`src/design/fboi_pkg.sv`:
```
package fboi_pkg;
  // Output image header byte positions
  localparam int unsigned HDR_SEQ_POS    = 0;
  localparam int unsigned HDR_CTRL_POS   = 1;
  localparam int unsigned HDR_LEN_POS    = 2;
  localparam int unsigned HDR_GAP_POS    = 3;
  localparam int unsigned HDR_TMO_POS    = 4;
  localparam int unsigned HDR_FIX_POS    = 5;
  localparam int unsigned HDR_BYTES      = 6;
  // Control byte fields
  localparam int unsigned CTRL_DC_BIT    = 0;
  localparam int unsigned CTRL_CC_BIT    = 1;
  // Error byte fields
  localparam int unsigned ERR_OFIFO_BIT  = 1;
  localparam int unsigned ERR_IFIFO_BIT  = 2;
  localparam int unsigned ERR_OLOSS_BIT  = 3;
  localparam int unsigned ERR_ILOSS_BIT  = 4;
  // Reset values
  localparam logic [7:0]  SEQ_RST        = 8'h00;
  localparam logic [7:0]  LEN_RST        = 8'h00;
  localparam logic [7:0]  ERR_RST        = 8'h00;
  // Timing: 100 MHz clock, time units of 1 ms and 10 ms
  localparam int unsigned CLK_NS         = 10;
  localparam int unsigned UNIT_SHORT_MS  = 1;
  localparam int unsigned UNIT_LONG_MS   = 10;
  localparam int unsigned MS_CYCLES      = 1000000 / CLK_NS;
  localparam int unsigned UNIT_LONG_MULT = UNIT_LONG_MS / UNIT_SHORT_MS;
  // Transmit activity states
  typedef enum logic [1:0] {
    FBOI_IDLE,
    FBOI_GAP,
    FBOI_SEND
  } fboi_tx_e;
endpackage

```
`src/design/fboi_tick.sv`:
```
`timescale 1ns/1ns
// Millisecond tick divider; a long count is shortened through PERIOD
module fboi_tick #(
  parameter int unsigned PERIOD = fboi_pkg::MS_CYCLES
) (
  // Clock and reset
  input  wire logic sys_clk_i,
  input  wire logic rst_n_i,
  // Tick out
  output logic      tick_o
);
  logic [31:0] cnt_reg;

  // Free-running divider gives a one-cycle enable every PERIOD cycles
  always_ff @(posedge sys_clk_i) begin
    if (!rst_n_i) begin
      cnt_reg <= 32'h0000_0000;
      tick_o  <= 1'b0;
    end else if (cnt_reg == 32'(PERIOD - 1)) begin
      cnt_reg <= 32'h0000_0000;
      tick_o  <= 1'b1;
    end else begin
      cnt_reg <= cnt_reg + 32'h0000_0001;
      tick_o  <= 1'b0;
    end
  end
endmodule

```
`src/design/fboi_core.sv`:
```
`timescale 1ns/1ns
// Functional notes
// - New packet only when sequence byte differs from previous image's.
// - Changed sequence byte starts payload forwarding when the sequencer is idle, after any pending interval.
// - Non-unit sequence step still forwards and raises output loss.
// - Same sequence byte forwards nothing, whatever else changed.
// - Diag-clear flag clears all pending diagnostics.
// - Count-clear flag zeroes the receive transfer counter unless a string is published in the same cycle.
// - Length resets to zero; zero length sends no serial bytes.
// - Send exactly length bytes when within the image.
// - Length beyond image size sends only bytes present.
// - Stale image bytes are sent regardless of freshness.
// - Interval byte delays between successive forwarded batches.
// - Silence beyond timeout ends message and publishes it.
// - Timeout setting accepted over 0 to 255.
// - Timeout zero equals one character time.
// - Nonzero timeout scaled by 1 ms or 10 ms unit.
// - Latest image timeout governs all following responses.
// - Timeout held in nonvolatile store, used after power-up.
// - Fixed-length mode publishes when count reaches fixed length.
// - Fixed length byte ignored unless fixed mode enabled.
// - Error byte bits 1..4: fifo overflows and data losses.
// - Counter increments per string moved to master buffer.
module fboi_core
  import fboi_pkg::*;
#(
  parameter int unsigned IMG_MAX   = 128,
  parameter int unsigned MS_PERIOD = fboi_pkg::MS_CYCLES,
  parameter int unsigned CHAR_CYC  = 8681
) (
  // Clock and reset
  input  wire logic       sys_clk_i,
  input  wire logic       rst_n_i,
  // Output image from the fieldbus side, one byte per strobe
  input  wire logic       img_wr_i,
  input  wire logic [6:0] img_addr_i,
  input  wire logic [7:0] img_data_i,
  input  wire logic       img_done_i,
  input  wire logic [7:0] img_size_i,
  // Configuration
  input  wire logic       cfg_unit_10ms_i,
  input  wire logic       cfg_fixed_en_i,
  input  wire logic [7:0] nv_timeout_i,
  // Serial transmit byte stream
  output logic            tx_valid_o,
  output logic [7:0]      tx_data_o,
  input  wire logic       tx_ready_i,
  // Serial receive byte stream and fifo events
  input  wire logic       rx_valid_i,
  input  wire logic [7:0] rx_data_i,
  input  wire logic       ofifo_ovf_i,
  input  wire logic       ififo_ovf_i,
  input  wire logic       iloss_i,
  // Status toward the master
  output logic [7:0]      err_o,
  output logic [7:0]      rx_count_o,
  output logic [7:0]      rx_len_o,
  output logic            rx_pub_o,
  output logic            tx_busy_o,
  output logic            nv_we_o,
  output logic [7:0]      nv_timeout_o
);
  logic [7:0] img_mem [IMG_MAX];
  logic [7:0] seq_prev_reg;
  logic       seen_reg;
  logic [7:0] len_reg;
  logic [7:0] gap_reg;
  logic [7:0] tmo_reg;
  logic [7:0] fix_reg;
  logic [7:0] ctrl_reg;
  logic [7:0] seq_tmo;
  logic       new_pkt_reg;
  logic       gap_pkt_reg;
  fboi_tx_e   tx_state_reg;
  logic [7:0] tx_idx_reg;
  logic [7:0] tx_end_reg;
  logic [7:0] gap_cnt_reg;
  logic       gap_pend_reg;
  logic [7:0] rx_cnt_reg;
  logic [7:0] sil_ms_reg;
  logic [31:0] sil_cyc_reg;
  logic       rx_act_reg;
  logic       ms_tick;
  logic [7:0] seq_in;
  logic [7:0] avail;
  logic [15:0] tmo_ms;
  logic       sil_done;
  logic       fix_done;
  logic       publish;

  fboi_tick #(
    .PERIOD (MS_PERIOD)
  ) u_tick (
    .sys_clk_i (sys_clk_i),
    .rst_n_i   (rst_n_i),
    .tick_o    (ms_tick)
  );

  ////////////////////////////////////////////////////////////////////////
  // Image capture; payload bytes stay until overwritten
  always_ff @(posedge sys_clk_i) begin
    if (img_wr_i && img_addr_i >= 7'(HDR_BYTES)) begin
      img_mem[img_addr_i] <= img_data_i;
    end
  end

  // Header bytes of the image being written
  always_ff @(posedge sys_clk_i) begin
    if (!rst_n_i) begin
      seq_in   <= SEQ_RST;
      ctrl_reg <= 8'h00;
      len_reg  <= LEN_RST;
      gap_reg  <= 8'h00;
      fix_reg  <= 8'h00;
    end else if (img_wr_i) begin
      case (img_addr_i)
        7'(HDR_SEQ_POS):  seq_in   <= img_data_i;
        7'(HDR_CTRL_POS): ctrl_reg <= img_data_i;
        7'(HDR_LEN_POS):  len_reg  <= img_data_i;
        7'(HDR_GAP_POS):  gap_reg  <= img_data_i;
        7'(HDR_FIX_POS):  fix_reg  <= img_data_i;
        default:          ;
      endcase
    end
  end

  // Timeout follows the latest image; power-up value comes from nv store
  always_ff @(posedge sys_clk_i) begin
    if (!rst_n_i) begin
      tmo_reg      <= 8'h00;
      seen_reg     <= 1'b0;
      nv_we_o      <= 1'b0;
      nv_timeout_o <= 8'h00;
    end else begin
      nv_we_o <= 1'b0;
      if (!seen_reg) begin
        tmo_reg <= nv_timeout_i;
      end
      if (img_done_i) begin
        seen_reg     <= 1'b1;
        tmo_reg      <= seq_tmo;
        nv_we_o      <= 1'b1;
        nv_timeout_o <= seq_tmo;
      end
    end
  end

  // Timeout byte latch feeding the store
  always_ff @(posedge sys_clk_i) begin
    if (!rst_n_i) begin
      seq_tmo <= 8'h00;
    end else if (img_wr_i && img_addr_i == 7'(HDR_TMO_POS)) begin
      seq_tmo <= img_data_i;
    end
  end

  ////////////////////////////////////////////////////////////////////////
  // New packet detection on image completion
  always_ff @(posedge sys_clk_i) begin
    if (!rst_n_i) begin
      seq_prev_reg <= SEQ_RST;
      new_pkt_reg  <= 1'b0;
      gap_pkt_reg  <= 1'b0;
    end else begin
      new_pkt_reg <= 1'b0;
      gap_pkt_reg <= 1'b0;
      if (img_done_i) begin
        seq_prev_reg <= seq_in;
        // First image only sets the reference
        if (seen_reg && seq_in != seq_prev_reg) begin
          new_pkt_reg <= 1'b1;
          gap_pkt_reg <= (seq_in != 8'(seq_prev_reg + 8'h01));
        end
      end
    end
  end

  // Bytes present: image size minus header, zero when the image is no larger than the header
  always_comb begin
    avail = (img_size_i > 8'(HDR_BYTES)) ? 8'(img_size_i - 8'(HDR_BYTES))
                                         : 8'h00;
  end

  ////////////////////////////////////////////////////////////////////////
  // Transmit sequencer with inter-batch gap
  always_ff @(posedge sys_clk_i) begin
    if (!rst_n_i) begin
      tx_state_reg <= FBOI_IDLE;
      tx_idx_reg   <= 8'h00;
      tx_end_reg   <= 8'h00;
      gap_cnt_reg  <= 8'h00;
      gap_pend_reg <= 1'b0;
      tx_valid_o   <= 1'b0;
      tx_data_o    <= 8'h00;
      tx_busy_o    <= 1'b0;
    end else begin
      case (tx_state_reg)
        FBOI_IDLE: begin
          tx_valid_o <= 1'b0;
          if (new_pkt_reg && len_reg != 8'h00) begin
            tx_idx_reg <= 8'h00;
            tx_end_reg <= (len_reg > avail) ? avail : len_reg;
            gap_cnt_reg <= gap_reg;
            tx_busy_o  <= 1'b1;
            tx_state_reg <= (gap_pend_reg && gap_reg != 8'h00) ? FBOI_GAP
                                                             : FBOI_SEND;
          end else begin
            tx_busy_o <= 1'b0;
          end
        end
        FBOI_GAP: begin
          // Interval counted in ms ticks between batches
          if (ms_tick) begin
            gap_cnt_reg <= gap_cnt_reg - 8'h01;
            if (gap_cnt_reg == 8'h01) begin
              tx_state_reg <= FBOI_SEND;
            end
          end
        end
        FBOI_SEND: begin
          if (!tx_valid_o || tx_ready_i) begin
            if (tx_idx_reg < tx_end_reg) begin
              tx_valid_o <= 1'b1;
              tx_data_o  <= img_mem[7'(tx_idx_reg + 8'(HDR_BYTES))];
              tx_idx_reg <= tx_idx_reg + 8'h01;
            end else begin
              tx_valid_o   <= 1'b0;
              gap_pend_reg <= 1'b1;
              tx_state_reg <= FBOI_IDLE;
            end
          end
        end
        default: tx_state_reg <= FBOI_IDLE;
      endcase
    end
  end

  ////////////////////////////////////////////////////////////////////////
  // Receive timeout: zero means one character time, else scaled ms
  always_comb begin
    // Widen before the product so 255 x 10 does not wrap at eight bits
    tmo_ms = cfg_unit_10ms_i ? 16'(tmo_reg) * 16'(UNIT_LONG_MULT)
                             : {8'h00, tmo_reg};
    sil_done = rx_act_reg && !rx_valid_i &&
               ((tmo_reg == 8'h00) ? (sil_cyc_reg >= 32'(CHAR_CYC))
                                   : ({8'h00, sil_ms_reg} >= tmo_ms[15:0]
                                      && tmo_ms[15:8] == 8'h00) ||
                                     (tmo_ms[15:8] != 8'h00 &&
                                      sil_cyc_reg >= 32'(tmo_ms) *
                                      32'(MS_PERIOD)));
    fix_done = cfg_fixed_en_i && fix_reg != 8'h00 && rx_valid_i &&
               8'(rx_cnt_reg + 8'h01) == fix_reg;
    publish  = sil_done || fix_done;
  end

  // Silence counters restart on every received byte except the one that completes a fixed length
  always_ff @(posedge sys_clk_i) begin
    if (!rst_n_i) begin
      sil_cyc_reg <= 32'h0000_0000;
      sil_ms_reg  <= 8'h00;
      rx_act_reg  <= 1'b0;
      rx_cnt_reg  <= 8'h00;
    end else if (rx_valid_i && !fix_done) begin
      sil_cyc_reg <= 32'h0000_0000;
      sil_ms_reg  <= 8'h00;
      rx_act_reg  <= 1'b1;
      rx_cnt_reg  <= rx_cnt_reg + 8'h01;
    end else if (publish) begin
      rx_act_reg  <= 1'b0;
      rx_cnt_reg  <= 8'h00;
    end else if (rx_act_reg) begin
      sil_cyc_reg <= sil_cyc_reg + 32'h0000_0001;
      if (ms_tick && sil_ms_reg != 8'hFF) begin
        sil_ms_reg <= sil_ms_reg + 8'h01;
      end
    end
  end

  // Publish strobe, length and transfer counter
  always_ff @(posedge sys_clk_i) begin
    if (!rst_n_i) begin
      rx_pub_o   <= 1'b0;
      rx_len_o   <= 8'h00;
      rx_count_o <= 8'h00;
    end else begin
      rx_pub_o <= publish;
      if (publish) begin
        rx_len_o <= fix_done ? fix_reg : rx_cnt_reg;
      end
      // Clear loses to a simultaneous increment so no string goes uncounted
      if (publish) begin
        rx_count_o <= rx_count_o + 8'h01;
      end else if (img_done_i && ctrl_reg[CTRL_CC_BIT]) begin
        rx_count_o <= 8'h00;
      end
    end
  end

  // Sticky diagnostics; a new event wins over the clear
  always_ff @(posedge sys_clk_i) begin
    if (!rst_n_i) begin
      err_o <= ERR_RST;
    end else begin
      if (img_done_i && ctrl_reg[CTRL_DC_BIT]) begin
        err_o <= ERR_RST;
      end
      if (ofifo_ovf_i) err_o[ERR_OFIFO_BIT] <= 1'b1;
      if (ififo_ovf_i) err_o[ERR_IFIFO_BIT] <= 1'b1;
      if (gap_pkt_reg) err_o[ERR_OLOSS_BIT] <= 1'b1;
      if (iloss_i)     err_o[ERR_ILOSS_BIT] <= 1'b1;
    end
  end

  ////////////////////////////////////////////////////////////////////////
  AST_GAP_LOSS: assert property (@(posedge sys_clk_i) disable iff (!rst_n_i)
    gap_pkt_reg |=> err_o[ERR_OLOSS_BIT])
    else $error("loss flag not raised");
  AST_SAME_SEQ: assert property (@(posedge sys_clk_i) disable iff (!rst_n_i)
    img_done_i && seq_in == seq_prev_reg |=> !new_pkt_reg)
    else $error("repeat sequence forwarded");
  AST_ZERO_LEN: assert property (@(posedge sys_clk_i) disable iff (!rst_n_i)
    tx_state_reg == FBOI_IDLE && new_pkt_reg && len_reg == 8'h00
    |=> tx_state_reg == FBOI_IDLE)
    else $error("zero length started send");
  AST_CLAMP: assert property (@(posedge sys_clk_i) disable iff (!rst_n_i)
    tx_end_reg <= avail)
    else $error("send end beyond image");
  AST_CNT_INC: assert property (@(posedge sys_clk_i) disable iff (!rst_n_i)
    publish |=> rx_count_o == 8'($past(rx_count_o) + 8'h01))
    else $error("counter not incremented");
  AST_CNT_CLR: assert property (@(posedge sys_clk_i) disable iff (!rst_n_i)
    img_done_i && ctrl_reg[CTRL_CC_BIT] && !publish |=> rx_count_o == 8'h00)
    else $error("counter not cleared");
  AST_DIAG_CLR: assert property (@(posedge sys_clk_i) disable iff (!rst_n_i)
    img_done_i && ctrl_reg[CTRL_DC_BIT] && !ofifo_ovf_i && !ififo_ovf_i &&
    !gap_pkt_reg && !iloss_i |=> err_o == 8'h00)
    else $error("diagnostics not cleared");
  AST_START: assert property (@(posedge sys_clk_i) disable iff (!rst_n_i)
    tx_state_reg == FBOI_IDLE && new_pkt_reg && len_reg != 8'h00
    |=> tx_busy_o)
    else $error("new packet not started");
  AST_FIX_IGN: assert property (@(posedge sys_clk_i) disable iff (!rst_n_i)
    !cfg_fixed_en_i |-> !fix_done)
    else $error("fixed length used while disabled");
endmodule

```
`config.mk`:
```
export PLATFORM = sky130hd
export DESIGN_NAME = fboi_core
export DESIGN_NICKNAME = d
export VERILOG_FILES = /design/src/design/fboi_pkg.sv /design/src/design/fboi_tick.sv /design/src/design/fboi_core.sv
export SDC_FILE = /design/constraint.sdc
export NUM_CORES = 2
export LEC_CHECK = 0
export ABC_CLOCK_PERIOD_IN_PS = 7800
export BUFFER_PORTS_ARGS = -buffer_cell sky130_fd_sc_hd__buf_2
export CORE_ASPECT_RATIO = 0.9
export CORE_MARGIN = 2
export CORE_UTILIZATION = 45
export DETAILED_ROUTE_END_ITERATION = 7
export GPL_TIMING_DRIVEN = 0
export SETUP_SLACK_MARGIN = 0.02
export SYNTH_ARGS = -nofsm -noshare
export SYNTH_HDL_FRONTEND = slang
export SYNTH_SLANG_ARGS = --single-unit
export TNS_END_PERCENT = 100
```
`constraint.sdc`:
```
create_clock -name sys_clk_i -period 7.8 [get_ports sys_clk_i]
set_clock_uncertainty 0.05 [all_clocks]
set_input_delay 1.17 -clock sys_clk_i [delete_from_list [all_inputs] [get_ports sys_clk_i]]
set_output_delay 1.17 -clock sys_clk_i [all_outputs]
set_load 0.02 [all_outputs]
```
; ---- Yosys cells after proc, flatten, opt, wreduce, memory -nomap -nowiden
; Memory sizes are Yosys's and may differ from the RTL's. A register that Yosys moved wholly into a read port is not among the register bits.
; Cells that the tools add are included.
[word_totals]
out_inout_bits = 44
ff_bits = 202
memories = 1
inputBits = 50
latch_bits = 0
wordCells = 174
mem_bits_ro = 0
ramBits = 1024
[op_classes]
n_addsub = 10
n_div = 0
n_bitwise = 3
magnitude_cmp = 7
eq_ne = 20
n_shift = 0
n_reduce_logical = 57
multipliers = 2
muxes = 41
[memory_table]
columns = name, words, width, rd, rd_clocked_by_memory_dff, wr, line_no
row1 = img_mem, 128, 8, 1, 1, 1, fboi_core.sv:63  ; logic [7:0] img_mem [IMG_MAX];
[ops]
columns = op, n
row1 = $mux W8, 14
row2 = $add A32 B1 Y32 const B, 2
row3 = $add A8 B1 Y8 const B, 5
row4 = $eq A32 B17 Y1 const B, 1
row5 = $ge A32 B14 Y1 const B, 1
row6 = $ge A32 B29 Y1, 1
row7 = $pmux W8 S2, 2
row8 = $reduce_bool A8 Y1, 4
row9 = $mul A12 B12 Y24 const B, 1
row10 = $reduce_and A2 Y1, 9
row11 = $logic_and A1 B1 Y1, 16
row12 = $logic_not A8 Y1, 2
row13 = $ne A8 B8 Y1, 2
row14 = $reduce_bool A2 Y1, 8
row15 = $mux W1, 15
row16 = $reduce_and A3 Y1, 5
row17 = $eq A7 B2 Y1 const B, 2
row18 = $eq A7 B3 Y1 const B, 2
row19 = $ge A8 B12 Y1, 1
row20 = $mux W12, 1
row21 = $mux W2, 6
row22 = $ne A2 B2 Y1 const B, 6
row23 = $mul A8 B3 Y11 const B, 1
row24 = $eq A8 B1 Y1 const B, 1
row25 = 24 further kinds, 32

; ---- Logic depth before layout (Yosys ltp)
[logic_depth]
ltp_word = 11
depth_mapped = 39
depth_no_buf = 36

; ---- Cells and area by module
; A second synthesis with hierarchy kept.
[hier_totals]
cells_unflattened = 3283
hier_area_um2 = 53697.8
[by_module_without_submodules]
columns = module, seq_area_each_um2, area_per_inst_um2, instances, cells_per_inst
row1 = fboi_core, 34292.9, 52085.0, 1, 3092
row2 = fboi_tick, 660.6, 1612.8, 1, 191

; ---- Worst setup path before layout
; No wires, ideal clock.
[synth_path]
path_type = register to register
startpoint = reg tmo_reg[1]
endpoint = reg sil_ms_reg[3]
setup_ps = 118
period_less_slack_ps = 8476
slack_ps = -676
path_buffers = 1
path_stages_with_launch = 36
required_time_ps = 7632
arrival_time_ps = 8308
cell_sequence = dfxtp_1 -> ha_1 -> ha_1 -> fa_1 -> a21o_1 -> a21o_1 -> a21o_1 -> a21oi_1 -> xnor2_1 -> and2_1 -> ha_1 -> ha_1 -> inv_1 -> fa_1 -> inv_1 -> fa_1 -> inv_1 -> fa_1 -> inv_1 -> ha_1 -> and3_1 -> a311oi_1 -> nor2_1 -> o41ai_1 -> nor2_1 -> a211oi_1 -> ha_1 -> and4_1 -> and3_1 -> a211oi_1 -> o221ai_1 -> o21ba_2 -> buf_4 -> o21ai_4 -> or4_1 -> mux2i_1
[synth_between]
elab_chain_cells = 11
elab_cells_between_ends = 16
classes_between = 2 x mul / 2 x order compare / 2 x mux / 1 x bitwise / 9 x reduce/logical
[synth_rtl]
columns = element, line_no
row1 = start: declaration, fboi_core.sv:68  ; logic [7:0] tmo_reg;
row2 = start signal: assignment, fboi_core.sv:137  ; tmo_reg <= nv_timeout_i;
row3 = start signal: assignment, fboi_core.sv:141  ; tmo_reg <= seq_tmo;
row4 = $mul A8 B3 Y11, fboi_core.sv:242  ; tmo_ms = cfg_unit_10ms_i ? 16'(tmo_reg) * 16'(UNIT_LONG_MULT)
row5 = $mux W12, fboi_core.sv:242
row6 = $mul A12 B12 Y24, fboi_core.sv:249  ; sil_cyc_reg >= 32'(tmo_ms) *
row7 = $ge A32 B29 Y1, fboi_core.sv:249
row8 = $logic_and A1 B1 Y1, fboi_core.sv:248  ; (tmo_ms[15:8] != 8'h00 &&
row9 = $logic_or A1 B1 Y1, fboi_core.sv:247  ; && tmo_ms[15:8] == 8'h00) ||
row10 = $mux W1 *, fboi_core.sv:245  ; ((tmo_reg == 8'h00) ? (sil_cyc_reg >= 32'(CHAR_CYC))
row11 = $logic_and A1 B1 Y1 *, fboi_core.sv:244  ; sil_done = rx_act_reg && !rx_valid_i &&
row12 = $logic_or A1 B1 Y1 *, fboi_core.sv:253  ; publish = sil_done || fix_done;
row13 = $not A1 Y1 (no source line) *, -
row14 = $reduce_and A3 Y1 (no source line) *, -
row15 = end signal: assignment, fboi_core.sv:274  ; sil_ms_reg <= sil_ms_reg + 8'h01;
row16 = end: declaration, fboi_core.sv:80  ; logic [7:0] sil_ms_reg;
; Mark *: on every way between the ends. The rest lies on a longest branch, timed or not.
; A chain may end at the register's enable or synchronous reset.

; ---- Final worst setup path
[layout_path]
startpoint = reg tmo_reg[3]
endpoint = reg rx_count_o[2]
[layout_between]
elab_chain_cells = 10
elab_cells_between_ends = 16
classes_between = 2 x mul / 2 x order compare / 3 x mux / 9 x reduce/logical
[layout_rtl]
columns = element, line_no
row1 = $mul A8 B3 Y11, fboi_core.sv:242
row2 = $mux W12, fboi_core.sv:242
row3 = $mul A12 B12 Y24, fboi_core.sv:249
row4 = $ge A32 B29 Y1, fboi_core.sv:249
row5 = $logic_and A1 B1 Y1, fboi_core.sv:248
row6 = $logic_or A1 B1 Y1, fboi_core.sv:247
row7 = $mux W1 *, fboi_core.sv:245
row8 = $logic_and A1 B1 Y1 *, fboi_core.sv:244
row9 = $logic_or A1 B1 Y1 *, fboi_core.sv:253
row10 = $mux W8 or $reduce_bool A2 Y1 (tied branches), -
row11 = end signal: assignment, fboi_core.sv:292  ; rx_count_o <= rx_count_o + 8'h01;
row12 = end: declaration, fboi_core.sv:56  ; output logic [7:0] rx_count_o,
; Marks and branches as above.

==> impl_metrics.ini <==
[synth]
synthArstFlopShare_pct = 0
synth-seq-cells = 1234
synth_compound_area_share_pct = 4.35
synthAdderAreaFrac_pct = 4.84
synthMuxAreaShare_pct = 13.5
synth-edff-count = 1024
ys_types = 80
synth_area_mm2 = 0.0536
synthCells = 3499
synthXorXnorAreaFrac_pct = 1.63
synth_top_family_by_area = multiplexers
synth_top_flop_cell = edfxtp_1
synthSimpleGateAreaFrac_pct = 8.26
avgSynthCellArea_um2 = 15.3
ys_seq_area_share_pct = 65.2
synth_warnings = 0

[cts]
postCtsHoldBufs = 0
clk_pin_slew_ns = 0.06
clock-sinks = 1234
htree_levels = 4
cts_buffer_depth = 3
clk_latency_ns = 0.77
cts_tree = yes
cts-buffers-inserted = 131
root_buffer = clkbuf_16

[layout]
layout.nets = 4049
largest_register_ffs = 1024
final_cells = 5492
finish.utilization_pct = 52.0
fill_cells = 9898
syn2layout_area_growth_pct = 14.9
drive_gt1_share_pct = 19.6

[die]
row_count = 120
io-pin-count = 94
fp.dieH_um = 332
fp.dieW_um = 368
die-area_mm2 = 0.122
core_mm2 = 0.119
initial_core_util_pct = 45.2

[critical_path]
rrSetupSlack_ns = -0.28
rr_worst_depth = 37
path_class = register to register
r2r-end = rx_count_o[2]
crit_arrival_ns = 8.67
required_ns = 8.39
path_max_fanout = 7
slowest_delay_ns = 0.50
end_kind = register
cpMaxStageDelayCell = or4_1
cp-start-kind = register
r2r-start = tmo_reg[3]
path_common_cell = a21o_1

[route]
wl_per_cell_um = 25.3
drt-initial-drc-count = 3317
routed_wl_um = 139000
drc_errors = 0
route.vias.total = 31600
first_pass_iters = 8
viasPerCell = 5.75
ant_nets = 0

[sta]
finalHoldViolCount = 0
max_freq_ghz = 0.124
fin_crit_sh_pct = 104
setup_violations = 64
tightestPinTransition_ns = 1.38
period_minus_slack_ns = 8.08
rsz0062_at_grt = true
maxSlewHeadroom_pct = 7.50
finalSetupTns_ns = -10.05
maxSlewViolCount = 0
whs_ns = 0.399
setup_slack_ns = -0.280

[hold_path]
holdPathStages = 2
hold_start = gap_pkt_reg
hold-path-endpoint = err_o[3]
hp-class = register to register

[pwr]
p_leak_nw = 21.1
finalPower_mw = 13.9
vdd_drop_max_uv = 217
power.density_mw_per_mm2 = 225

[global_routing]
grt-ovfl-total = 0
grt_pass1_vias = 30700
antenna_found_initial = 10
grt_max_degree = 105
grt_first_pass_wirelength_um = 205000
grtUsageTotal_pct = 22.7

[placed_design]
finalWeightedCongestion = 0.895
dp.cells = 5223
portBuffers = 79
dp_hpwl_um = 94000

[outcome]
violations = setup timing
status = finished with violations

[run]
drv_cap = 0
## cells by family after synthesis
group / after synthesis
flops: 1234
xor+xnor: 99
compound gates: 360
fa+ha+maj: 190
buf+inv: 291
mux: 385
other cells: 1
simple gates: 939
## report_power, final
part	total [mW]	switching, mW	internal, mW
Clock	6.04	2.62	3.42
Combinational	0.624	0.408	0.215
Sequential	7.20	0.0180	7.18
## metrics by stage
step / setup WS, ns / cell area (um^2)
2_1_floorplan: 0.0329 / 54000
4_1_cts: -0.245 / 61500
3_5_place_dp: -1.58 / 56600
6_report: -0.280 / 61700
5_1_grt: -0.568 / 61700
3_3_place_gp: -1.56 / 56400
## cells in the final DEF, fill, tap and decap left out, types with 32 or more instances in the layout
master	count
nand2_1	254
clkinv_1	33
clkbuf_16	135
dfxtp_1	205
xnor2_1	41
mux4_2	270
nor3_1	32
buf_4	36
clkbuf_1	116
conb_1	52
edfxtp_1	1024
nor2_1	297
xor2_1	54
ha_1	147
o21ai_0	67
mux2i_1	106
a21oi_1	91
nand3_1	104
inv_1	120
buf_2	120
nor4_1	33
## what timing repair did
action	in CTS	in global routing
pin swaps	47	39
buffers inserted	30	7
cloned	7	1
setup endpoints to repair	66	66
resized for setup	97	53
## worst max-delay path by stage
stage,start,cells after the start,slack [ns],endpoint
CTS,tmo_reg[3],37,-0.24,sil_ms_reg[3]
finish,tmo_reg[3],37,-0.28,rx_count_o[2]
detailed placement,cfg_unit_10ms_i,31,-1.58,rx_len_o[6]
global route,tmo_reg[3],38,-0.57,sil_cyc_reg[26]
global placement,cfg_unit_10ms_i,31,-1.56,rx_len_o[4]
floorplan,tmo_reg[3],35,0.03,sil_ms_reg[3]
## layout make-up
type / instances / area, um^2 / share of cell area, %
Clock buffer: 167 / 3490 / 5.65
Multi-Input combinational cell: 2027 / 18300 / 29.6
Antenna cell: 1 / 2.50 / 0.00406
Clock inverter: 62 / 613 / 0.994
Inverter: 130 / 490 / 0.795
Buffer: 159 / 778 / 1.26
Sequential cell: 1234 / 35000 / 56.7
Timing Repair Buffer: 126 / 1060 / 1.72
Tap cell: 1586 / 1980 / 3.22
## synthesized netlist by cell type, drive strengths merged, types with 6 or more instances
library cell,count,area (um^2)
xnor2,43,384
a21o,18,135
fa,29,581
or2,12,75.1
o311ai,7,61.3
xor2,56,490
nand3,109,556
clkbuf,87,327
mux2i,106,1060
o211ai,8,60.1
and2,24,150
and4,7,63.8
mux2,9,101
a31oi,25,156
nand2b,23,144
a211oi,13,97.6
inv,129,484
ha,161,2010
o21ai,90,477
nand2,260,976
nor2b,23,144
nor2,300,1140
or4,19,143
a221oi,8,70.1
edfxtp,1024,30700
a21oi,103,519
a32o,7,70.1
mux4,270,6080
nor4,34,213
nand4,25,156
a32oi,19,166
or3,27,169
nor3,32,160
dfxtp,210,4200
o31ai,12,90.1
a311oi,9,78.8
and3,27,175
buf,74,399
o21bai,6,45.0
## routing by layer
layer / vias up / routed length, um / global-route usage (%)
met4: 4 / 2930 / 5.96
met3: 195 / 12100 / 5.20
met2: 1281 / 61400 / 33.2
met5: - / 25 / 0
met1: 16000 / 62500 / 34.4
li1: 14100 / - / -
## worst max-delay path: cells and delay by family (launching register included)
kind	cells	cell delay, ns
fa+ha+maj	10	3.03
compound gates	13	2.22
simple gates	7	1.61
flops	1	0.37
xor+xnor	2	0.36
buf+inv	5	0.32
Note: power is estimated with default switching activity, not from simulation.
